<file path="config.mk">
export PLATFORM = sky130hd
export DESIGN_NAME = compact_timer
export DESIGN_NICKNAME = d
export VERILOG_FILES = /design/src/logic/timer_pkg.sv /design/src/logic/compact_timer.sv /design/src/logic/timer_clock_source.sv /design/src/logic/timer_output_stage.sv
export SDC_FILE = /design/constraint.sdc
export NUM_CORES = 1
export LEC_CHECK = 0
export BUFFER_PORTS_ARGS = -buffer_cell sky130_fd_sc_hd__buf_2
export CAP_MARGIN = 10
export CORE_MARGIN = 2
export CORE_UTILIZATION = 51
export CTS_CLUSTER_DIAMETER = 40
export DETAILED_ROUTE_END_ITERATION = 8
export GPL_ROUTABILITY_DRIVEN = 0
export PLACE_DENSITY_LB_ADDON = 0.25
export REMOVE_ABC_BUFFERS = 1
export SLEW_MARGIN = 20
export SYNTH_ARGS = -nofsm -noshare
export SYNTH_HDL_FRONTEND = slang
export SYNTH_SLANG_ARGS = --single-unit
</file>
<file path="constraint.sdc">
create_clock -name REF_CLK_I -period 2.25 [get_ports REF_CLK_I]
set_input_delay 0 -clock REF_CLK_I [delete_from_list [all_inputs] [get_ports REF_CLK_I]]
set_output_delay 0 -clock REF_CLK_I [all_outputs]
set_load 0.01 [all_outputs]
</file>
<file path="src/logic/timer_pkg.sv">
package timer_pkg;

  // widths
  localparam int unsigned CNT_W  = 10;
  localparam int unsigned ADDR_W = 8;

  // register byte addresses on the bus
  localparam logic [ADDR_W-1:0] OFF_CTRL_A = 8'h00;
  localparam logic [ADDR_W-1:0] OFF_CTRL_B = 8'h04;
  localparam logic [ADDR_W-1:0] OFF_CNT_LO = 8'h08;
  localparam logic [ADDR_W-1:0] OFF_CNT_HI = 8'h0C;
  localparam logic [ADDR_W-1:0] OFF_CMP_LO = 8'h10;
  localparam logic [ADDR_W-1:0] OFF_CMP_HI = 8'h14;

  // timer_control_a fields
  localparam int unsigned CA_PAUSE_BIT = 7;
  localparam int unsigned CA_CKS_LSB   = 4;
  localparam int unsigned CA_ON_BIT    = 3;
  localparam int unsigned CA_PER_LSB   = 0;

  // timer_control_b fields
  localparam int unsigned CB_MODE_LSB  = 6;
  localparam int unsigned CB_IO_LSB    = 4;
  localparam int unsigned CB_OC_BIT    = 3;
  localparam int unsigned CB_POL_BIT   = 2;
  localparam int unsigned CB_DPX_BIT   = 1;
  localparam int unsigned CB_CCLR_BIT  = 0;

  // reset values and counter maximum
  localparam logic [7:0]       CTRL_A_RST = 8'h00;
  localparam logic [7:0]       CTRL_B_RST = 8'h00;
  localparam logic [CNT_W-1:0] CMPA_RST   = 10'h000;
  localparam logic [CNT_W-1:0] CNT_MAX    = 10'h3FF;

  // mode_select codes
  localparam logic [1:0] MODE_CMP = 2'h0;
  localparam logic [1:0] MODE_PWM = 2'h2;
  localparam logic [1:0] MODE_TMR = 2'h3;

  // output action codes
  localparam logic [1:0] IO_NONE = 2'h0;
  localparam logic [1:0] IO_LOW  = 2'h1;
  localparam logic [1:0] IO_HIGH = 2'h2;
  localparam logic [1:0] IO_TOG  = 2'h3;

  // clock_select codes
  localparam logic [2:0] CKS_SYS4     = 3'h0;
  localparam logic [2:0] CKS_SYS      = 3'h1;
  localparam logic [2:0] CKS_HI16     = 3'h2;
  localparam logic [2:0] CKS_HI64     = 3'h3;
  localparam logic [2:0] CKS_SUB_A    = 3'h4;
  localparam logic [2:0] CKS_SUB_B    = 3'h5;
  localparam logic [2:0] CKS_EXT_RISE = 3'h6;
  localparam logic [2:0] CKS_EXT_FALL = 3'h7;

  // prescaler terminal counts
  localparam logic [5:0] DIV4_LAST  = 6'h03;
  localparam logic [5:0] DIV16_LAST = 6'h0F;
  localparam logic [5:0] DIV64_LAST = 6'h3F;

  function automatic logic addr_known(input logic [ADDR_W-1:0] a);
    return (a == OFF_CTRL_A) || (a == OFF_CTRL_B) || (a == OFF_CNT_LO) ||
           (a == OFF_CNT_HI) || (a == OFF_CMP_LO) || (a == OFF_CMP_HI);
  endfunction

endpackage

</file>
<file path="src/logic/compact_timer.sv">
// The APB slave port and the placing of the registers are this design's own decisions.
`timescale 1ns/1ps
// Notes on behaviour
// - ten-bit counter advances on selected clock ticks
// - clock select picks system, divided, sub or pin
// - comparator A matches all ten bits
// - comparator P matches top three bits, low seven bits zero
// - software only clears counter via on rising
// - overflow or selected match clears; only A and P matches raise events, overflow none
// - separate event outputs for A and P
// - pause holds count, resume from held value
// - off holds count; turning on clears it
// - turning on restores initial output level in compare mode
// - match A drives pin low, high or toggle in compare mode
// - complementary pin is always the inverse
// - low write buffered, high write commits both
// - high read latches low byte into buffer
// - counter read-only, compare A read-write
// - control A layout pause,clock,on,period; zero reset
// - period n gives n*128 ticks, zero 1024
// - clear source selects A or P/overflow outside PWM mode
// - mode: compare, PWM, timer; 01 undefined
// - initial level or PWM active polarity
module compact_timer
  import timer_pkg::*;
(
  // clock and reset
  input  wire logic              REF_CLK_I,
  input  wire logic              RST_N_I,
  // apb slave
  input  wire logic              PSEL_I,
  input  wire logic              PENABLE_I,
  input  wire logic              PWRITE_I,
  input  wire logic [ADDR_W-1:0] PADDR_I,
  input  wire logic [31:0]       PWDATA_I,
  input  wire logic [3:0]        PSTRB_I,
  output logic [31:0]            PRDATA_O,
  output logic                   PREADY_O,
  output logic                   PSLVERR_O,
  // clock sources
  input  wire logic              TIMER_EXT_CLOCK_PIN_I,
  input  wire logic              SUB_CLOCK_I,
  // pins
  output logic                   TIMER_OUT_PIN_O,
  output logic                   TIMER_OUT_PIN_INV_O,
  // events
  output logic                   MATCH_A_EVENT_O,
  output logic                   MATCH_P_EVENT_O
);

  // register state
  logic [7:0]       timer_control_a;
  logic [7:0]       timer_control_b;
  logic [CNT_W-1:0] compare_a_value;
  logic [7:0]       byte_buf;
  logic [7:0]       rd_data;
  logic [7:0]       snap_low;
  logic [7:0]       next_timer_control_a;
  logic [7:0]       next_timer_control_b;
  logic [CNT_W-1:0] next_compare_a_value;
  logic [7:0]       next_byte_buf;
  logic [7:0]       next_rd_data;
  logic [7:0]       next_snap_low;

  // counter state
  logic [CNT_W-1:0] count;
  logic [CNT_W-1:0] next_count;
  logic             on_prev;
  logic             next_on_prev;
  logic             match_a_q;
  logic             match_p_q;
  logic             next_match_a_q;
  logic             next_match_p_q;

  // decoded fields
  logic             count_pause;
  logic [2:0]       clock_select;
  logic             timer_on;
  logic [2:0]       period_compare_field;
  logic [1:0]       mode_select;
  logic [1:0]       out_action;
  logic             output_initial_level;
  logic             out_invert;
  logic             duty_swap;
  logic             clear_source_select;

  // bus and counter helpers
  logic             setup;
  logic             access;
  logic             known;
  logic             wr_en;
  logic             rd_acc;
  logic             run;
  logic             tick;
  logic             on_rise;
  logic [CNT_W:0]   inc;
  logic             match_a;
  logic             match_p;
  logic             ovf;
  logic             clr;

  assign count_pause          = timer_control_a[CA_PAUSE_BIT];
  assign clock_select         = timer_control_a[CA_CKS_LSB +: 3];
  assign timer_on             = timer_control_a[CA_ON_BIT];
  assign period_compare_field = timer_control_a[CA_PER_LSB +: 3];
  assign mode_select          = timer_control_b[CB_MODE_LSB +: 2];
  assign out_action           = timer_control_b[CB_IO_LSB +: 2];
  assign output_initial_level = timer_control_b[CB_OC_BIT];
  assign out_invert           = timer_control_b[CB_POL_BIT];
  assign duty_swap            = timer_control_b[CB_DPX_BIT];
  assign clear_source_select  = timer_control_b[CB_CCLR_BIT];

  // zero-wait slave: read data is captured during setup
  assign setup     = PSEL_I & ~PENABLE_I;
  assign access    = PSEL_I & PENABLE_I;
  assign known     = addr_known(PADDR_I);
  assign wr_en     = access & PWRITE_I & PSTRB_I[0] & known;
  assign rd_acc    = access & ~PWRITE_I;
  assign PREADY_O  = 1'b1;
  assign PSLVERR_O = access & ~known;
  assign PRDATA_O  = {24'h000000, rd_data};

  always_comb begin
    next_timer_control_a = timer_control_a;
    next_timer_control_b = timer_control_b;
    next_compare_a_value = compare_a_value;
    next_byte_buf        = byte_buf;
    next_rd_data         = rd_data;
    next_snap_low        = snap_low;
    if (setup && !PWRITE_I) begin
      unique case (PADDR_I)
        OFF_CTRL_A: next_rd_data = timer_control_a;
        OFF_CTRL_B: next_rd_data = timer_control_b;
        OFF_CNT_LO: next_rd_data = byte_buf;
        OFF_CNT_HI: begin
          next_rd_data  = {6'h00, count[9:8]};
          next_snap_low = count[7:0];
        end
        OFF_CMP_LO: next_rd_data = byte_buf;
        OFF_CMP_HI: begin
          next_rd_data  = {6'h00, compare_a_value[9:8]};
          next_snap_low = compare_a_value[7:0];
        end
        default:    next_rd_data = 8'h00;
      endcase
    end
    // the low byte is taken at setup with the high byte, buffered at the access edge
    if (rd_acc && (PADDR_I == OFF_CNT_HI || PADDR_I == OFF_CMP_HI)) begin
      next_byte_buf = snap_low;
    end
    if (wr_en) begin
      unique case (PADDR_I)
        OFF_CTRL_A: next_timer_control_a = PWDATA_I[7:0];
        OFF_CTRL_B: next_timer_control_b = PWDATA_I[7:0];
        OFF_CMP_LO: next_byte_buf = PWDATA_I[7:0];
        OFF_CMP_HI: next_compare_a_value = {PWDATA_I[1:0], byte_buf};
        // counter bytes take no writes at all
        default:    next_byte_buf = byte_buf;
      endcase
    end
  end

  always_ff @(posedge REF_CLK_I or negedge RST_N_I) begin
    if (!RST_N_I) begin
      timer_control_a <= CTRL_A_RST;
      timer_control_b <= CTRL_B_RST;
      compare_a_value <= CMPA_RST;
      byte_buf        <= 8'h00;
      rd_data         <= 8'h00;
      snap_low        <= 8'h00;
    end else begin
      timer_control_a <= next_timer_control_a;
      timer_control_b <= next_timer_control_b;
      compare_a_value <= next_compare_a_value;
      byte_buf        <= next_byte_buf;
      rd_data         <= next_rd_data;
      snap_low        <= next_snap_low;
    end
  end

  // counting stops while off or paused; the prescaler sleeps too
  assign run     = timer_on & ~count_pause;
  assign on_rise = timer_on & ~on_prev;

  timer_clock_source u_clock_source (
    .clk_i     (REF_CLK_I),
    .rst_n_i   (RST_N_I),
    .en_i      (run),
    .sel_i     (clock_select),
    .ext_pin_i (TIMER_EXT_CLOCK_PIN_I),
    .sub_pin_i (SUB_CLOCK_I),
    .tick_o    (tick)
  );

  // matching on the next value makes the period exactly n*128 ticks
  assign inc     = {1'b0, count} + 11'h001;
  assign match_a = tick & (inc[CNT_W-1:0] == compare_a_value);
  assign match_p = tick & (inc[9:7] == period_compare_field) &
                   (inc[6:0] == 7'h00);
  assign ovf     = tick & (count == CNT_MAX);

  always_comb begin
    if (mode_select == MODE_PWM) begin
      clr = duty_swap ? match_a : match_p;
    end else if (clear_source_select) begin
      clr = match_a;
    end else begin
      clr = match_p | ovf;
    end
  end

  always_comb begin
    next_on_prev   = timer_on;
    next_match_a_q = match_a;
    next_match_p_q = match_p;
    next_count     = count;
    if (on_rise) begin
      next_count = '0;
    end else if (tick) begin
      next_count = clr ? '0 : inc[CNT_W-1:0];
    end
  end

  always_ff @(posedge REF_CLK_I or negedge RST_N_I) begin
    if (!RST_N_I) begin
      count     <= '0;
      on_prev   <= 1'b0;
      match_a_q <= 1'b0;
      match_p_q <= 1'b0;
    end else begin
      count     <= next_count;
      on_prev   <= next_on_prev;
      match_a_q <= next_match_a_q;
      match_p_q <= next_match_p_q;
    end
  end

  assign MATCH_A_EVENT_O = match_a_q;
  assign MATCH_P_EVENT_O = match_p_q;

  timer_output_stage u_output_stage (
    .clk_i        (REF_CLK_I),
    .rst_n_i      (RST_N_I),
    .mode_i       (mode_select),
    .action_i     (out_action),
    .init_level_i (output_initial_level),
    .invert_i     (out_invert),
    .dpx_i        (duty_swap),
    .on_rise_i    (on_rise),
    .match_a_i    (match_a),
    .count_i      (count),
    .cmp_a_i      (compare_a_value),
    .cmp_p_i      (period_compare_field),
    .pin_o        (TIMER_OUT_PIN_O),
    .pin_inv_o    (TIMER_OUT_PIN_INV_O)
  );
endmodule

</file>
<file path="src/logic/timer_clock_source.sv">
`timescale 1ns/1ps
module timer_clock_source
  import timer_pkg::*;
(
  // clock and reset
  input  wire logic       clk_i,
  input  wire logic       rst_n_i,
  // control
  input  wire logic       en_i,
  input  wire logic [2:0] sel_i,
  // sources
  input  wire logic       ext_pin_i,
  input  wire logic       sub_pin_i,
  // counter advance enable
  output logic            tick_o
);

  logic [5:0] div_cnt;
  logic [5:0] next_div_cnt;
  logic       ext_s1;
  logic       ext_s2;
  logic       ext_s3;
  logic       sub_d;
  logic       ext_rise;
  logic       ext_fall;

  // the pin passes two flops before any edge logic sees it
  assign ext_rise = ext_s2 & ~ext_s3;
  assign ext_fall = ~ext_s2 & ext_s3;

  always_comb begin
    // prescaler sleeps while the timer is stopped to save power
    next_div_cnt = en_i ? div_cnt + 6'h01 : 6'h00;
  end

  always_comb begin
    tick_o = 1'b0;
    if (en_i) begin
      unique case (sel_i)
        CKS_SYS4:     tick_o = (div_cnt[1:0] == DIV4_LAST[1:0]);
        CKS_SYS:      tick_o = 1'b1;
        CKS_HI16:     tick_o = (div_cnt[3:0] == DIV16_LAST[3:0]);
        CKS_HI64:     tick_o = (div_cnt == DIV64_LAST);
        CKS_SUB_A,
        CKS_SUB_B:    tick_o = sub_pin_i & ~sub_d;
        CKS_EXT_RISE: tick_o = ext_rise;
        CKS_EXT_FALL: tick_o = ext_fall;
      endcase
    end
  end

  always_ff @(posedge clk_i or negedge rst_n_i) begin
    if (!rst_n_i) begin
      div_cnt <= 6'h00;
      ext_s1  <= 1'b0;
      ext_s2  <= 1'b0;
      ext_s3  <= 1'b0;
      sub_d   <= 1'b0;
    end else begin
      div_cnt <= next_div_cnt;
      ext_s1  <= ext_pin_i;
      ext_s2  <= ext_s1;
      ext_s3  <= ext_s2;
      sub_d   <= sub_pin_i;
    end
  end
endmodule

</file>
<file path="src/logic/timer_output_stage.sv">
`timescale 1ns/1ps
module timer_output_stage
  import timer_pkg::*;
(
  // clock and reset
  input  wire logic             clk_i,
  input  wire logic             rst_n_i,
  // configuration
  input  wire logic [1:0]       mode_i,
  input  wire logic [1:0]       action_i,
  input  wire logic             init_level_i,
  input  wire logic             invert_i,
  input  wire logic             dpx_i,
  // timer state
  input  wire logic             on_rise_i,
  input  wire logic             match_a_i,
  input  wire logic [CNT_W-1:0] count_i,
  input  wire logic [CNT_W-1:0] cmp_a_i,
  input  wire logic [2:0]       cmp_p_i,
  // pins
  output logic                  pin_o,
  output logic                  pin_inv_o
);

  logic cm_level;
  logic next_cm_level;
  logic pin;
  logic next_pin;
  logic duty_on;
  logic pwm_level;

  always_comb begin
    next_cm_level = cm_level;
    if (on_rise_i) begin
      next_cm_level = init_level_i;
    end else if (match_a_i && mode_i == MODE_CMP) begin
      unique case (action_i)
        IO_NONE: next_cm_level = cm_level;
        IO_LOW:  next_cm_level = 1'b0;
        IO_HIGH: next_cm_level = 1'b1;
        IO_TOG:  next_cm_level = ~cm_level;
      endcase
    end
  end

  always_comb begin
    // edge aligned: active from counter clear until the duty value
    duty_on = dpx_i ? (count_i[CNT_W-1:CNT_W-3] < cmp_p_i)
                    : (count_i < cmp_a_i);
    unique case (action_i)
      2'h0:    pwm_level = ~init_level_i;
      2'h1:    pwm_level = init_level_i;
      2'h2:    pwm_level = duty_on ? init_level_i : ~init_level_i;
      default: pwm_level = ~init_level_i;
    endcase
    unique case (mode_i)
      MODE_CMP: next_pin = cm_level ^ invert_i;
      MODE_PWM: next_pin = (on_rise_i ? ~init_level_i : pwm_level) ^ invert_i;
      // timer mode and the undefined code leave the pin parked low
      default:  next_pin = 1'b0;
    endcase
  end

  always_ff @(posedge clk_i or negedge rst_n_i) begin
    if (!rst_n_i) begin
      cm_level <= 1'b0;
      pin      <= 1'b0;
    end else begin
      cm_level <= next_cm_level;
      pin      <= next_pin;
    end
  end

  assign pin_o     = pin;
  assign pin_inv_o = ~pin;
endmodule

</file>
==> impl_results.md <==
* Simple-gate share of the synthesized area at 16.8%
* Largest net degree at the start of global routing at 48
* Max Clk Rate at 421 MHz
* CTS sink count at 75
* ANT cells at 0
* Syn_area_per_cell at 9.37 um^2
* Number of I/O port buffers at 36
* Slowest-stage cell, CP: mux4_2
* Global-route wire length before repair at 19800 um
* Max Slew Vio Count at 0
* Initial antenna violation count at 0
* # Max-Cap Violations at 0
* PwrDens at 493 nW/um^2
* Tcrit/Tclk final at 106%
* Mapped Area at around 4700 um^2
* Total Routing Usage GR at 25.5%
* Clock latency on the worst-skew pair at about 0.37 ns
* Hold Path Class: in -> reg
* Full die area at 10100 um^2
* DR pass1 iterations at 5
* Failing checks: negative setup slack
* Core Area at 9110 um^2
* Crit path cell chain: ha_2 > nand3_2 > a21o_1 > mux4_2 > o31ai_1 > a21oi_2 > buf_6 > o211ai_1 > a22oi_1
* Std-Cell Rows at 35
* Lkg Pwr at 2.68 nW
* Proportion of layout cells with a drive suffix above 1 at ~29%
* Worst-path clk slew at 0.10 ns
* CTS max path bufs at 2
* Status: complete, but fails checks
* Max-Slew Margin vs Limit at 58.7%
* Seq pwr share at 49.9%
* CTS Root Buffer Type: clkbuf_8
* Vias per inst at 5.66
* Synth Flop Type: dfrtp_1
* P_sw at 0.862 mW
* Count of final setup violators at 12
* Final setup margin at -0.128 ns
* Drc violations at 0
* CP arrival at 2.63 ns
* Die X at 100 um
* DR iter-0 viols at 225
* Library cells used by synthesis at 57
* GRT overflow at 0
* Setup TNS at -1.11 ns
* Clock share of power at 35.2%
* Final Instance Count excl. Fillers at 728
* P_int at 2.00 mW
* Multiplexer area fraction after synthesis at 8.61%
* Area growth syn-to-layout at 22.7%
* Fillers at between 700 and 800
* Max rail drop VDD at ~0.00028 V
* Avg WL per Cell at 16.9 um
* WS Path Type: reg -> reg
* Xor/xnor cell area share of the yosys netlist at 4.86%
* Placed Cells incl. Taps at about 700
* Fraction of power spent switching nets at 30.1%
* Synthesis warning total at 0
* Area leader, netlist: dfrtp_1
* Hpwl dp at approximately 9000 um
* Vias at 4124
* CP max FO at 13
* Synth Area in Adders at 5.02%
* Largest family of logic cells by synthesized area: simple AND/OR/NAND/NOR gates
* Hold Vio Cnt, Final at 0
* Cts bufs inserted at 9
* Detailed Route WL at 12300 um
* Final Skew at 0.0182 ns
* Compound-Gate Fraction of Synth Area at 15.9%
* Nets at 682
* Depth of the CTS H-tree at 3
* Synth top area share at 39.6%
* Worst Path Required at 2.51 ns
* Worst Setup End Kind: flop
* Worst setup SP type: flop
* Antenna-violating nets left at 0
* Post-synth EDFFs at 0
* IO Pins at around 90
* Syn Inst Count at 506
* Synthesis-stage register bit count at 75
* Ranking of synthesized cells by area: dfrtp_1, ha_1, mux2_2
* Sequential share of the synthesized area at 39.6%
* Chip Height at 100 um
* Vias in the first global route at between 3000 and 4000
* RSZ-0062 raised after global routing: yes
* Comb pwr share at 14.8%
* Final min period at 2.38 ns
* CTS tree: done
* CP max stage delay at between 0.5 and 0.6 ns
* Starting density of the core at 52.0%
* Async SR Flop Fraction at 100%
* Worst Tran Pin Value at 0.619 ns
[layout make-up]
| type | count | area (um^2) | share of cell area [%] |
|---|---|---|---|
| Clock buffer | 9 | 124 | 2.13 |
| Clock inverter | 7 | 57.6 | 0.990 |
| Inverter | 38 | 143 | 2.45 |
| Multi-Input combinational cell | 369 | 2620 | 45.1 |
| Sequential cell | 75 | 1880 | 32.3 |
| Tap cell | 111 | 139 | 2.39 |
| Timing Repair Buffer | 119 | 855 | 14.7 |
[final timing paths]
path / startpoint / cells past startpoint / slack, ns / endpoint
max reg2reg: u_clock_source.div_cnt[1]$_DFF_PN0_ / 9 / -0.13 / count[2]$_DFFE_PN0P_
min in group asynchronous: RST_N_I / 2 / 0.19 / count[4]$_DFFE_PN0P_
max in group asynchronous: RST_N_I / 3 / 1.46 / byte_buf[3]$_DFFE_PN0P_
max: u_clock_source.div_cnt[1]$_DFF_PN0_ / 9 / -0.13 / count[2]$_DFFE_PN0P_
min: PENABLE_I / 4 / 0.13 / rd_data[7]$_DFFE_PN0P_
min reg2reg: u_clock_source.ext_s1$_DFF_PN0_ / 0 / 0.39 / u_clock_source.ext_s2$_DFF_PN0_
[cells in the final DEF (no fill, tap or decap), types with 4 or more instances in the layout]
cell	n
nor2_1	39
mux2i_1	16
and2_1	5
buf_2	36
nand2b_1	5
a22oi_1	10
a22o_1	4
xnor3_1	4
nand4_1	9
a32oi_1	4
xnor2_1	10
conb_1	25
nor3_1	6
clkbuf_8	9
a21oi_1	21
nand2_1	49
o21ai_0	32
o22ai_1	8
dlygate4sd3_1	11
nor2b_1	5
dfrtp_1	74
buf_4	68
ha_1	17
inv_1	36
xor2_1	5
mux2_2	20
o211ai_1	10
nand3_1	6
[worst max-delay path: cells and delay by family, from the launching register on]
family / cells / cell delay (ns)
AO/OA/AOI/OAI: 5 / 0.93
adder cells (fa/ha/maj): 1 / 0.19
buffers and inverters: 1 / 0.16
flip-flops: 1 / 0.37
multiplexers: 1 / 0.56
AND/OR/NAND/NOR: 1 / 0.07
[power groups by stage]
stage	combinational, mW	clock (mW)	sequential [mW]
floorplan	0.176	0	1.46
global placement	0.376	0	1.45
detailed placement	0.384	0	1.45
CTS	0.413	1.02	1.43
global route	0.470	1.09	1.44
finish	0.425	1.01	1.43
[registers in the layout, summed over array words and instances (netlist names)]
name and flops:
compare_a_value 10, count 10, byte_buf 8, rd_data 8
snap_low 8, timer_control_a 8, timer_control_b 8, u_clock_source.div_cnt 6
MATCH_A_EVENT_O 1, MATCH_P_EVENT_O 1, on_prev 1, u_clock_source.ext_s1 1
u_clock_source.ext_s2 1, u_clock_source.ext_s3 1, u_clock_source.sub_d 1, u_output_stage.cm_level 1
u_output_stage.pin_o 1
[timing repair]
action,4_1_cts,5_1_grt
hold buffers,11,0
buffers inserted,4,0
pin swaps,10,4
gates resized for setup,14,8
gates cloned,1,0
endpoints found under the setup margin,12,12
hold endpoints to repair,68,0
[cell families (layout without fill, tap and decap cells)]
logic type	count (synthesis)	count (layout)
AO/OA/AOI/OAI	115	115
XOR/XNOR	20	20
adder cells (fa/ha/maj)	19	19
buffers and inverters	85	173
flip-flops	75	75
multiplexers	37	37
other	2	25
AND/OR/NAND/NOR	153	153
[stage by stage]
step / total power, mW / hold WS (ns) / cell area [um^2] / util, % / setup WS (ns)
after floorplan: 1.64 / -0.296 / 4540 / - / -0.276
after global placement: 1.83 / 0.0536 / 5380 / 59.0 / -0.114
after detailed placement: 1.84 / 0.0546 / 5380 / 59.0 / -0.186
after CTS: 2.87 / 0.126 / 5770 / 63.4 / -0.0910
after global routing: 2.99 / 0.145 / 5820 / 63.8 / -0.298
final: 2.87 / 0.134 / 5820 / 63.8 / -0.128
[routing by layer]
layer	up-vias	share of wire, %	global-route usage (%)	wire, um
met2	146	50	41.8	6160
li1	1949	-	-	-
met4	0	2.7	9.59	335
met1	1997	41	33.9	5090
met5	-	0	0	0
met3	32	5.7	4.18	695
[synth_stat cells, drive strengths merged (6+ instances only)]
cell type	count
a21oi	23
a22oi	10
buf	37
clkbuf	10
dfrtp	75
ha	19
inv	38
mux2	20
mux2i	16
nand2	49
nand3	9
nand4	10
nor2	41
nor2b	6
nor3	9
o211ai	10
o21ai	33
o22ai	8
xnor2	11
No activity file was read; power rests on OpenSTA's default activity.
